<file path="src/verilog/tmon_avg.sv">
// constants package and sample averager of the temperature monitor
`timescale 1ns/1ps

package tmon_pkg;
    localparam int          TEMP_W          = 10;
    localparam int          DATA_W          = 8;
    localparam int          ADDR_W          = 5;
    localparam int          AVG_LOG2        = 4;
    localparam int          CLK_HZ          = 10_000_000;
    localparam int          CONV_RATE_MAX_HZ = 64;
    // register byte offsets
    localparam logic [4:0]  ADDR_TEMP       = 5'h00;
    localparam logic [4:0]  ADDR_CFG        = 5'h04;
    localparam logic [4:0]  ADDR_HIGH       = 5'h08;
    localparam logic [4:0]  ADDR_LOW        = 5'h0C;
    localparam logic [4:0]  ADDR_SHUT       = 5'h10;
    localparam logic [4:0]  ADDR_RATE       = 5'h14;
    localparam logic [4:0]  ADDR_STATUS     = 5'h18;
    localparam logic [4:0]  ADDR_MASK       = 5'h1C;
    // configuration fields
    localparam int          CFG_MASK_BIT    = 7;
    localparam int          CFG_STBY_BIT    = 6;
    localparam int          CFG_PIN_BIT     = 5;
    localparam int          CFG_RANGE_BIT   = 2;
    localparam logic [7:0]  CFG_WR_MASK     = 8'hE4;
    // status fields
    localparam int          STATUS_W        = 4;
    localparam int          ST_HIGH         = 0;
    localparam int          ST_LOW          = 1;
    localparam int          ST_SHUT         = 2;
    localparam int          ST_DONE         = 3;
    // reset values, rate maximum and averaging limit
    localparam logic [7:0]  CFG_RST         = 8'h00;
    localparam logic [7:0]  HIGH_RST        = 8'h55;
    localparam logic [7:0]  LOW_RST         = 8'h00;
    localparam logic [7:0]  SHUT_RST        = 8'h55;
    localparam logic [3:0]  RATE_RST        = 4'h8;
    localparam logic [3:0]  RATE_MAX        = 4'hA;
    localparam logic [3:0]  RATE_AVG_LIMIT  = 4'h8;
    // data format
    localparam logic signed [TEMP_W:0] EXT_OFFSET = 11'sh040;
    localparam logic signed [TEMP_W:0] DEF_MAX    = 11'sh07F;
    localparam logic signed [TEMP_W:0] EXT_MAX    = 11'sh0FF;
    localparam logic [7:0]  DEF_MAX_CODE    = 8'h7F;
    localparam logic [7:0]  EXT_MAX_CODE    = 8'hFF;
    localparam logic [4:0]  AVG_COUNT       = 5'h10;

    typedef struct packed {
        logic              read;
        logic              write;
        logic [ADDR_W-1:0] address;
        logic [31:0]       writedata;
    } tmonAvsReq_t;

    typedef struct packed {
        logic shutOut;
        logic shutOe;
        logic alarmOut;
        logic alarmOe;
    } tmonPins_t;
endpackage : tmon_pkg

////////////////////////////////////////////////////////////////////////////////

module tmon_avg #(
    parameter int SAMPLE_W = 10,
    parameter int LOG2_N   = 4
) (
    // clock and reset
    input  wire logic                       clk,
    input  wire logic                       rst_n,
    input  wire logic                       ce,
    // samples
    input  wire logic                       single,
    input  wire logic                       sampleValid,
    input  wire logic signed [SAMPLE_W-1:0] sample,
    // result
    output logic                            doneP,
    output logic signed [SAMPLE_W-1:0]      mean
);
    import tmon_pkg::*;

    if (LOG2_N < 1 || SAMPLE_W < 2) begin : gBadParam
        $error("tmon_avg: LOG2_N must be at least 1 and SAMPLE_W at least 2");
    end

    logic signed [SAMPLE_W+LOG2_N-1:0] acc_r;
    logic        [LOG2_N-1:0]          cnt_r;
    logic signed [SAMPLE_W+LOG2_N-1:0] sum;
    logic                              lastSample;

    assign sum        = acc_r + (SAMPLE_W+LOG2_N)'(sample);
    assign lastSample = (cnt_r == {LOG2_N{1'b1}});

    // accumulate and divide by the power-of-two count
    always_ff @(posedge clk) begin
        if (!rst_n) begin
            acc_r <= '0;
            cnt_r <= '0;
            doneP <= 1'b0;
            mean  <= '0;
        end else if (ce) begin
            doneP <= 1'b0;
            if (sampleValid) begin
                if (single) begin
                    mean  <= sample;
                    doneP <= 1'b1;
                    acc_r <= '0;
                    cnt_r <= '0;
                end else if (lastSample) begin
                    mean  <= sum[SAMPLE_W+LOG2_N-1 -: SAMPLE_W];
                    doneP <= 1'b1;
                    acc_r <= '0;
                    cnt_r <= '0;
                end else begin
                    acc_r <= sum;
                    cnt_r <= cnt_r + 1'b1;
                end
            end
        end
    end
endmodule : tmon_avg

</file>
<file path="src/verilog/tmon_top.sv">
// temperature monitor back end: conversion control, limits, alarms, register bus
`timescale 1ns/1ps

module tmon_top
    import tmon_pkg::*;
#(
    parameter int CONV_BASE_CYCLES = tmon_pkg::CLK_HZ / tmon_pkg::CONV_RATE_MAX_HZ
) (
    // clock and reset
    input  wire logic                           clk,
    input  wire logic                           rst_n,
    input  wire logic                           ce,
    // avalon-mm slave
    input  wire tmon_pkg::tmonAvsReq_t          avsReq,
    output logic [31:0]                         avsReadData,
    output logic                                avsWaitRequest,
    // measurement front end
    output logic                                measStart,
    input  wire logic                           measValid,
    input  wire logic signed [tmon_pkg::TEMP_W-1:0] measTemp,
    // open-drain pins
    output tmon_pkg::tmonPins_t                 pins,
    // interrupt
    output logic                                irq
);
    import tmon_pkg::*;

    if (CONV_BASE_CYCLES < 2 || CONV_BASE_CYCLES > 4_000_000) begin : gBadParam
        $error("tmon_top: CONV_BASE_CYCLES out of range");
    end

    typedef enum logic [1:0] {CONV_IDLE, CONV_MEAS, CONV_FINISH} tmonConvState_t;

    ////////////////////////////////////////////////////////////////////////////
    // register storage

    logic [DATA_W-1:0]   result_r;
    logic [DATA_W-1:0]   cfg_r;
    logic [DATA_W-1:0]   high_r;
    logic [DATA_W-1:0]   low_r;
    logic [DATA_W-1:0]   shut_r;
    logic [3:0]          rate_r;
    logic [STATUS_W-1:0] status_r;
    logic [STATUS_W-1:0] irqMask_r;

    logic                waitReq_r;
    logic [31:0]         readData_r;
    logic                reqActive;
    logic                accept;
    logic                wrAccept;
    logic [31:0]         readMux;

    logic                alarmMaskBit;
    logic                standby;
    logic                pinSecondShut;
    logic                extRange;

    assign alarmMaskBit  = cfg_r[CFG_MASK_BIT];
    assign standby       = cfg_r[CFG_STBY_BIT];
    assign pinSecondShut = cfg_r[CFG_PIN_BIT];
    assign extRange      = cfg_r[CFG_RANGE_BIT];

    ////////////////////////////////////////////////////////////////////////////
    // avalon slave: one wait cycle, then the answer

    assign reqActive = avsReq.read | avsReq.write;
    assign accept    = reqActive & ~waitReq_r;
    assign wrAccept  = accept & avsReq.write;

    always_comb begin
        readMux = '0;
        unique case (avsReq.address)
            ADDR_TEMP:   readMux[DATA_W-1:0]   = result_r;
            ADDR_CFG:    readMux[DATA_W-1:0]   = cfg_r;
            ADDR_HIGH:   readMux[DATA_W-1:0]   = high_r;
            ADDR_LOW:    readMux[DATA_W-1:0]   = low_r;
            ADDR_SHUT:   readMux[DATA_W-1:0]   = shut_r;
            ADDR_RATE:   readMux[3:0]          = rate_r;
            ADDR_STATUS: readMux[STATUS_W-1:0] = status_r;
            ADDR_MASK:   readMux[STATUS_W-1:0] = irqMask_r;
            default:     readMux               = '0;
        endcase
    end

    always_ff @(posedge clk) begin
        if (!rst_n) begin
            waitReq_r  <= 1'b1;
            readData_r <= '0;
        end else if (ce) begin
            waitReq_r <= ~(reqActive & waitReq_r);
            if (avsReq.read & waitReq_r) begin
                readData_r <= readMux;
            end
        end
    end

    assign avsWaitRequest = waitReq_r;
    assign avsReadData    = readData_r;

    ////////////////////////////////////////////////////////////////////////////
    // software-written registers

    always_ff @(posedge clk) begin
        if (!rst_n) begin
            cfg_r     <= CFG_RST;
            high_r    <= HIGH_RST;
            low_r     <= LOW_RST;
            shut_r    <= SHUT_RST;
            rate_r    <= RATE_RST;
            irqMask_r <= '0;
        end else if (ce && wrAccept) begin
            unique case (avsReq.address)
                ADDR_CFG:  cfg_r     <= avsReq.writedata[DATA_W-1:0] & CFG_WR_MASK;
                ADDR_HIGH: high_r    <= avsReq.writedata[DATA_W-1:0];
                ADDR_LOW:  low_r     <= avsReq.writedata[DATA_W-1:0];
                ADDR_SHUT: shut_r    <= avsReq.writedata[DATA_W-1:0];
                ADDR_RATE: rate_r    <= (avsReq.writedata[3:0] > RATE_MAX) ?
                                        RATE_MAX : avsReq.writedata[3:0];
                ADDR_MASK: irqMask_r <= avsReq.writedata[STATUS_W-1:0];
                default:   ;
            endcase
        end
    end

    ////////////////////////////////////////////////////////////////////////////
    // conversion control

    tmonConvState_t           state_r;
    logic [31:0]              periodCnt_r;
    logic [31:0]              periodLen;
    logic [3:0]               rateShift;
    logic [4:0]               measLeft_r;
    logic                     convSingle_r;
    logic                     measStart_r;
    logic                     avgDone;
    logic signed [TEMP_W-1:0] avgMean;
    logic                     startConv;

    assign rateShift = RATE_MAX - rate_r;
    assign periodLen = 32'(CONV_BASE_CYCLES) << rateShift;
    assign startConv = (state_r == CONV_IDLE) && (periodCnt_r == '0) && !standby;

    always_ff @(posedge clk) begin
        if (!rst_n) begin
            periodCnt_r <= '0;
        end else if (ce) begin
            if (startConv) begin
                periodCnt_r <= periodLen - 32'h00000001;
            end else if (periodCnt_r != '0) begin
                periodCnt_r <= periodCnt_r - 32'h00000001;
            end
        end
    end

    always_ff @(posedge clk) begin
        if (!rst_n) begin
            state_r      <= CONV_IDLE;
            measLeft_r   <= '0;
            convSingle_r <= 1'b0;
            measStart_r  <= 1'b0;
        end else if (ce) begin
            measStart_r <= 1'b0;
            unique case (state_r)
                CONV_IDLE: begin
                    if (startConv) begin
                        convSingle_r <= (rate_r >= RATE_AVG_LIMIT);
                        measLeft_r   <= (rate_r >= RATE_AVG_LIMIT) ?
                                        5'h01 : AVG_COUNT;
                        measStart_r  <= 1'b1;
                        state_r      <= CONV_MEAS;
                    end
                end
                CONV_MEAS: begin
                    if (measValid) begin
                        measLeft_r <= measLeft_r - 5'h01;
                        if (measLeft_r == 5'h01) begin
                            state_r <= CONV_FINISH;
                        end else begin
                            measStart_r <= 1'b1;
                        end
                    end
                end
                CONV_FINISH: begin
                    if (avgDone) begin
                        state_r <= CONV_IDLE;
                    end
                end
            endcase
        end
    end

    assign measStart = measStart_r;

    tmon_avg #(
        .SAMPLE_W (TEMP_W),
        .LOG2_N   (AVG_LOG2)
    ) uAvg (
        .clk         (clk),
        .rst_n       (rst_n),
        .ce          (ce),
        .single      (convSingle_r),
        .sampleValid (measValid && (state_r == CONV_MEAS)),
        .sample      (measTemp),
        .doneP       (avgDone),
        .mean        (avgMean)
    );

    ////////////////////////////////////////////////////////////////////////////
    // result encoding and storage

    function automatic logic [DATA_W-1:0] encodeTemp(input logic signed [TEMP_W-1:0] t,
                                                     input logic                     ext);
        logic signed [TEMP_W:0] wide;
        wide = (TEMP_W+1)'(t);
        if (ext) begin
            wide = wide + EXT_OFFSET;
            if (wide < 0) begin
                encodeTemp = '0;
            end else if (wide > EXT_MAX) begin
                encodeTemp = EXT_MAX_CODE;
            end else begin
                encodeTemp = wide[DATA_W-1:0];
            end
        end else begin
            if (wide < 0) begin
                encodeTemp = '0;
            end else if (wide > DEF_MAX) begin
                encodeTemp = DEF_MAX_CODE;
            end else begin
                encodeTemp = wide[DATA_W-1:0];
            end
        end
    endfunction : encodeTemp

    logic [DATA_W-1:0] resultNxt;

    assign resultNxt = encodeTemp(avgMean, extRange);

    always_ff @(posedge clk) begin
        if (!rst_n) begin
            result_r <= '0;
        end else if (ce && avgDone) begin
            result_r <= resultNxt;
        end
    end

    ////////////////////////////////////////////////////////////////////////////
    // limit comparison, status and interrupt

    logic                overHigh;
    logic                underLow;
    logic                overShut;
    logic                newHigh;
    logic                newLow;
    logic                newShut;
    logic [STATUS_W-1:0] statusSet;
    logic [STATUS_W-1:0] statusClr;

    assign overHigh = result_r > high_r;
    assign underLow = result_r < low_r;
    assign overShut = result_r > shut_r;
    assign newHigh  = resultNxt > high_r;
    assign newLow   = resultNxt < low_r;
    assign newShut  = resultNxt > shut_r;

    always_comb begin
        statusSet = '0;
        if (avgDone) begin
            statusSet[ST_HIGH] = newHigh;
            statusSet[ST_LOW]  = newLow;
            statusSet[ST_SHUT] = newShut;
            statusSet[ST_DONE] = 1'b1;
        end
        statusClr = '0;
        if (wrAccept && avsReq.address == ADDR_STATUS) begin
            statusClr = avsReq.writedata[STATUS_W-1:0];
        end
    end

    always_ff @(posedge clk) begin
        if (!rst_n) begin
            status_r <= '0;
            irq      <= 1'b0;
        end else if (ce) begin
            status_r <= (status_r & ~statusClr) | statusSet;
            irq      <= |(status_r & irqMask_r);
        end
    end

    ////////////////////////////////////////////////////////////////////////////
    // open-drain alarm pins, live against the stored result

    always_ff @(posedge clk) begin
        if (!rst_n) begin
            pins <= '0;
        end else if (ce) begin
            pins.shutOut  <= 1'b0;
            pins.alarmOut <= 1'b0;
            pins.shutOe   <= overShut;
            if (pinSecondShut) begin
                pins.alarmOe <= overShut;
            end else begin
                pins.alarmOe <= (overHigh | underLow) & ~alarmMaskBit;
            end
        end
    end
endmodule : tmon_top
</file>
<file path="config.mk">
export PLATFORM = sky130hd
export DESIGN_NAME = tmon_top
export DESIGN_NICKNAME = d
export VERILOG_FILES = /design/src/verilog/tmon_avg.sv /design/src/verilog/tmon_top.sv
export SDC_FILE = /design/constraint.sdc
export NUM_CORES = 1
export LEC_CHECK = 0
export BUFFER_PORTS_ARGS = -buffer_cell sky130_fd_sc_hd__buf_4
export CORE_MARGIN = 2
export CORE_UTILIZATION = 40
export DETAILED_ROUTE_END_ITERATION = 10
export GPL_ROUTABILITY_DRIVEN = 0
export PLACE_DENSITY = 0.59
export SYNTH_ARGS = -nofsm -noshare
export SYNTH_HDL_FRONTEND = slang
export SYNTH_SLANG_ARGS = --single-unit
</file>
<file path="constraint.sdc">
create_clock -name clk -period 4.2 [get_ports clk]
set_input_delay 0.42 -clock clk [delete_from_list [all_inputs] [get_ports clk]]
set_output_delay 0.42 -clock clk [all_outputs]
set_load 0.02 [all_outputs]
</file>
==> flow_summary.ini, run 1 <==
[status]
status = complete, no violations

[grt]
antenna_found_initial = 0
track_usage = 0.232
grt_max_degree = 49
first_global_vias = 8336
gr-total-overflow = 0
grt_pass1_wl_um = 45000

[place]
port_buffers = 41
hpwl_um = 19900

[yosys]
seq_area_frac_synth = 0.283
synth_ff_type = dfxtp_1
yosys_warnings = 0
ys_seq_elements = 130
synth_area_leaders = dfxtp_1 28%, ha_1 9.9%, a21oi_1 7.0%
synth_cell_types = 77
yosysTopAreaCell = dfxtp_1
synthCells = 1205
syn_avg_cell_area_um2 = 7.63
synthArstFlopShare = 0
syn_area_um2 = 9190
yosysTopAreaCellShare = 0.283
synth_enable_flop_cells = 0

[pwr]
p_comb_frac = 0.421
switchingPower_w = 0.00221
p_seq_frac = 0.291
p_sw_frac = 0.411
p_per_area_nw_per_um2 = 520
cellLeakagePower_nw = 4.05
p_int_w = 0.00317
total_power_w = 0.00538
peakVddDrop_mv = 0.291
p_clk_frac = 0.289

[route]
vias = 8976
dr.first_iter.drc_count = 744
finalWirelength_um = 27400
route.detailed.drc = 0
avgRoutedWirePerCell_um = 17.9
routed_via_density = 5.87
ant_nets = 0
drtPass1Iterations = 7

[cells_and_area]
layout_commonest_cell = dfxtp_1
seq_area_um2 = 2600
diodes = 0
multi_input_area_um2 = 6050
postLayoutCoreUtil = 0.459
fillers = 2296
drive_above_1_share = 0.105
nets = 1358
area_growth_pct = 12.6
final_cell_mix = 130 x dfxtp_1, 129 x a21oi_1, 126 x nand2_1

[timing]
period_needed_ps = 3880
slew_violations = 0
rsz0062_at_grt = no
setup_tns_ps = 0
finClkSkew_ps = 8.98
maxSlewHeadroom = 0.365
setup_viol = 0
tightest_slew_ps = 929
fin_crit_sh = 0.924
timing.fmax_mhz = 258
hold_viol = 0

[cts]
clock-sinks = 130
htreeDepth = 4
postCtsHoldBufs = 0
clockRootBuffer = clkbuf_16
cts.path.max_buffers = 2
cts_resized = 0
insertion_delay_ps = 430
clk_pin_slew_ps = 60
cts_tree = yes
numCtsBuffers = 17
cts_setup_buffers = 0

[critical_path]
crit_arrival_ps = 4150
cp_max_fo = 10
crit_type = reg2reg
critPathLaunchType = register
cp.required_ps = 4470
rrSetupSlack_ps = 320
end_kind = register

[job]
maxCapViolCount = 0

[floorplan]
io_pins = 92
die_x_um = 156
die-area_um2 = 24200
rows = 55
die_y_um = 156
start_util = 0.407
coreArea_um2 = 22600

[hold_path]
hold_class = in2reg
## final cells by class
cell class	instances	share of cell area
Clock inverter	13	0.0154
Timing Repair Buffer	72	0.0522
Inverter	53	0.0192
Tap cell	285	0.0345
Sequential cell	130	0.251
Clock buffer	19	0.0428
Multi-Input combinational cell	957	0.585
## per-layer routing
metal	GRT usage	vias to the layer above	wire length [um]
met2	0.358	233	12200
met4	0.0677	0	489
li1	-	4442	-
met5	0	-	0
met3	0.0475	45	1480
met1	0.327	4256	13200
## cell usage after synthesis, types with 5 or more instances
cell type	count
nor3b_1	5
nor4_1	18
clkbuf_1	56
a21oi_1	129
mux2i_1	23
nand2b_1	11
o41ai_1	7
or3_1	16
xnor2_1	14
nor2b_1	9
inv_1	51
o31ai_1	6
dfxtp_1	130
and3_1	6
o21ai_0	57
nor4b_1	7
or2_2	5
a21o_1	19
o211ai_1	13
a31oi_1	18
a211o_1	5
a22oi_1	25
nand2_1	126
nor3_1	38
nand3b_1	6
xor2_1	6
o21a_1	17
nor2_1	98
ha_1	73
buf_4	26
a211oi_1	15
nand3_1	51
and2_1	11
nand4_1	20
## worst max-delay path, stage by stage, from the launching register on
cell and delay [ps]:
dfxtp_1 360, ha_1 230, ha_1 400, and2_1 200, nand4_1 80, nor4_1 80, nor2_1 120, ha_1 210
nand2_1 100, nor4_1 370, nand4_1 450, or3_4 530, a2111oi_0 450, o32ai_1 140
## per-stage QoR
stage / cell area [um2] / instances / setup slack, ps / hold slack, ps
2_1_floorplan: 9290 / 1230 / 781 / 436
3_3_place_gp: 9750 / 1497 / 411 / 442
3_5_place_dp: 9750 / 1497 / 343 / 453
4_1_cts: 10300 / 1529 / 324 / 220
5_1_grt: 10300 / 1529 / 43.2 / 228
6_report: 10300 / 1529 / 320 / 229
## sequential cells by signal, indices dropped and copies added (netlist names), 5 cells and up
name	cells
uAvg.mean	10
periodCnt_r	32
result_r	8
low_r	8
measLeft_r	5
shut_r	8
avsReadData	8
high_r	8
uAvg.acc_r	14
## power groups by stage
stage               Sequential, W  Combinational, W  Clock, W
detailed placement        0.00158           0.00221         0
global route              0.00158           0.00252   0.00162
finish                    0.00156           0.00226   0.00155
global placement          0.00158           0.00220         0
floorplan                 0.00151           0.00179         0
CTS                       0.00156           0.00223   0.00158
## kinds of logic after synthesis
| family | share of synthesized area |
|---|---|
| simple gates | 0.236 |
| fa+ha+maj | 0.102 |
| mux | 0.0287 |
| xor+xnor | 0.0191 |
| other cells | 0.000408 |
| flops | 0.283 |
| buf+inv | 0.0709 |
| compound gates | 0.261 |
## path summary, 6_finish.rpt
check	to	from	cells after the start
worst max-delay path	periodCnt_r[22]$_SDFFE_PN0P_	rate_r[1]$_SDFFE_PN0P_	13
worst min-delay path	high_r[4]$_SDFFE_PN1P_	avsReq[4]	3
worst max register to register	periodCnt_r[22]$_SDFFE_PN0P_	rate_r[1]$_SDFFE_PN0P_	13
worst min register to register	uAvg.acc_r[0]$_SDFFE_PN0P_	uAvg.acc_r[0]$_SDFFE_PN0P_	2
(Power assumes the default switching activity.)
==> inputs of run 2 (changes only) <==
- ABC_AREA: unset -> 1
- RECOVER_POWER: unset -> 100
==> flow_summary.ini, run 2 <==
[pwr]
peakVddDrop_mv = 0.189
p_per_area_nw_per_um2 = 316
cellLeakagePower_nw = 5.02

[job]
maxCapViolCount = 1

[yosys]
yosysTopAreaCell = dfxtp_1
synth.most_common_cell = nand2_1
ys_top_cells_by_count = 350 x nand2_1, 198 x inv_1, 152 x nor2_1, 139 x a21oi_1, 130 x dfxtp_1
ys_seq_elements = 130
synth_top_family_by_area = simple AND/OR/NAND/NOR gates
synth_enable_flop_cells = 0
syn_avg_cell_area_um2 = 6.41
synthMuxAreaShare = 0
seq_area_frac_synth = 0.271
yosys.area_share.simple = 0.302
synth-xor-area-share = 0.0128
synth_area_leaders = dfxtp_1 27%, nand2_1 14%, ha_1 9.5%
synthCells = 1497
synth_compound_area_frac = 0.194
synth-adder-area-share = 0.0973
synthArstFlopShare = 0
yosysTopAreaCellShare = 0.271
synth_ff_type = dfxtp_1
syn_area_um2 = 9600
synth_cell_types = 47
yosys_warnings = 0

[timing]
finClkSkew_ps = 9.44
timing.fmax_mhz = 289
maxSlewHeadroom = -0.829
slew_violations = 51
fin_crit_sh = 0.825
period_needed_ps = 3470
rsz0062_at_grt = no
hold_viol = 0
setup_tns_ps = 0
tightest_slew_ps = 2740
setup_viol = 0

[cts]
insertion_delay_ps = 420
htreeDepth = 4
clk_pin_slew_ps = 60
cts_setup_buffers = 0
clockRootBuffer = clkbuf_16
cts_tree = yes
cts.path.max_buffers = 2
numCtsBuffers = 17
cts_resized = 0
clock-sinks = 130
postCtsHoldBufs = 0

[place]
dpl-instance-area_um2 = 10000
port_buffers = 41
hpwl_um = 21000

[critical_path]
crit_type = reg2reg
cp.required_ps = 4510
critPathLaunchType = register
cp_max_fo = 34
end_kind = register
crit_arrival_ps = 3770

[route]
vias = 9432
avgRoutedWirePerCell_um = 14.9
finalWirelength_um = 27600
drtPass1Iterations = 5
route.detailed.drc = 0
ant_nets = 0
dr.first_iter.drc_count = 797
routed_via_density = 5.08

[floorplan]
io_pins = 92
die-area_um2 = 25200
start_util = 0.408
die_y_um = 159
die_x_um = 159
coreArea_um2 = 23500
rows = 56

[grt]
antenna_found_initial = 0
first_global_vias = 8702
gr-total-overflow = 0
grt_max_degree = 56
grt_pass1_wl_um = 45300
track_usage = 0.221

[cells_and_area]
top_regs = periodCnt_r: 32 flops, uAvg.acc_r: 14 flops, uAvg.mean: 10 flops
nets = 1651
final_area_um2 = 10600
final_cell_mix = 352 x nand2_1, 199 x inv_1, 152 x nor2_1
drive_above_1_share = 0.0768
postLayoutCoreUtil = 0.448
area_growth_pct = 10.0
layout_commonest_cell = nand2_1
largest_reg_flops = 32
fillers = 2556
diodes = 0
regMostFlops = periodCnt_r

[status]
status = complete, but fails checks
violations = max-capacitance violations, max-slew violations

[hold_path]
hold_class = in2reg
[run 2: cell count changes after synthesis, sizes merged, moves of 25 or more]
cell / previous run / this run
inv: 52 / 204
a22oi: 25 / 0
nand3: 51 / 92
nand2: 126 / 370
nor3: 39 / 8
clkbuf: 57 / 21
nor2: 98 / 174
o21ai: 58 / 133
[run 2: layout make-up]
cell class                 instances  area, um2  share of cell area
clock buffer                      18        429              0.0407
clock inverter                    14        154              0.0146
inverter                         206        773              0.0732
multi-input combinational       1121       5910               0.559
sequential                       130       2600               0.247
tap                              319        399              0.0378
timing repair buffer              48        293              0.0277
[run 2: worst paths after layout]
kind	cells past startpoint	start	to	slack, ps
setup / recovery	13	periodCnt_r[30]$_SDFFE_PN0P_	periodCnt_r[5]$_SDFFE_PN0P_	730
hold / removal	3	avsReq[3]	rate_r[3]$_SDFFE_PN1P_	250
setup reg to reg	13	periodCnt_r[30]$_SDFFE_PN0P_	periodCnt_r[5]$_SDFFE_PN0P_	730
hold reg to reg	2	avsReadData[4]$_SDFFE_PN0P_	avsReadData[4]$_SDFFE_PN0P_	470
[run 2: power breakdown]
part	switching (W)	total (W)	internal, W
registers	0.0000199	0.00129	0.00127
logic	0.000383	0.000547	0.000164
clock network	0.000624	0.00151	0.000883
[run 2: cells by family (layout without fill, tap and decap cells)]
family,Yosys count,count (layout)
AOI/OAI and AO/OA,337,337
xor gates and xnor gates,14,14
adders and majority gates,74,74
buffers and inverters,271,286
DFF,130,130
other,1,26
and+or+nand+nor,670,670
[run 2: layer usage]
layer | vias to the layer above | routed length, um | global-route usage
li1 | 4923 | - | -
met1 | 4217 | 12700 | 0.285
met2 | 238 | 12800 | 0.372
met3 | 54 | 1250 | 0.0363
met4 | 0 | 846 | 0.0839
met5 | - | 0 | 0
[run 2: per-stage QoR]
stage	std cells	hold slack, ps	worst slack (ps)	power (W)
finish	1856	253	734	0.00334
global route	1856	246	455	0.00351
CTS	1856	240	1070	0.00338
detailed placement	1824	462	1080	0.00186
global placement	1824	457	1080	0.00186
floorplan	1522	449	1710	0.00173
[run 2: critical path, stage by stage (launching register included)]
cell,delay (ps)
dfxtp_1,330
nor2_1,100
nand2_1,90
nor2_1,190
nand2_1,180
nor2_8,420
nand3_1,330
nand2_1,130
nand2_1,50
buf_4,240
inv_1,800
o21ai_0,200
o221ai_1,200
inv_1,60
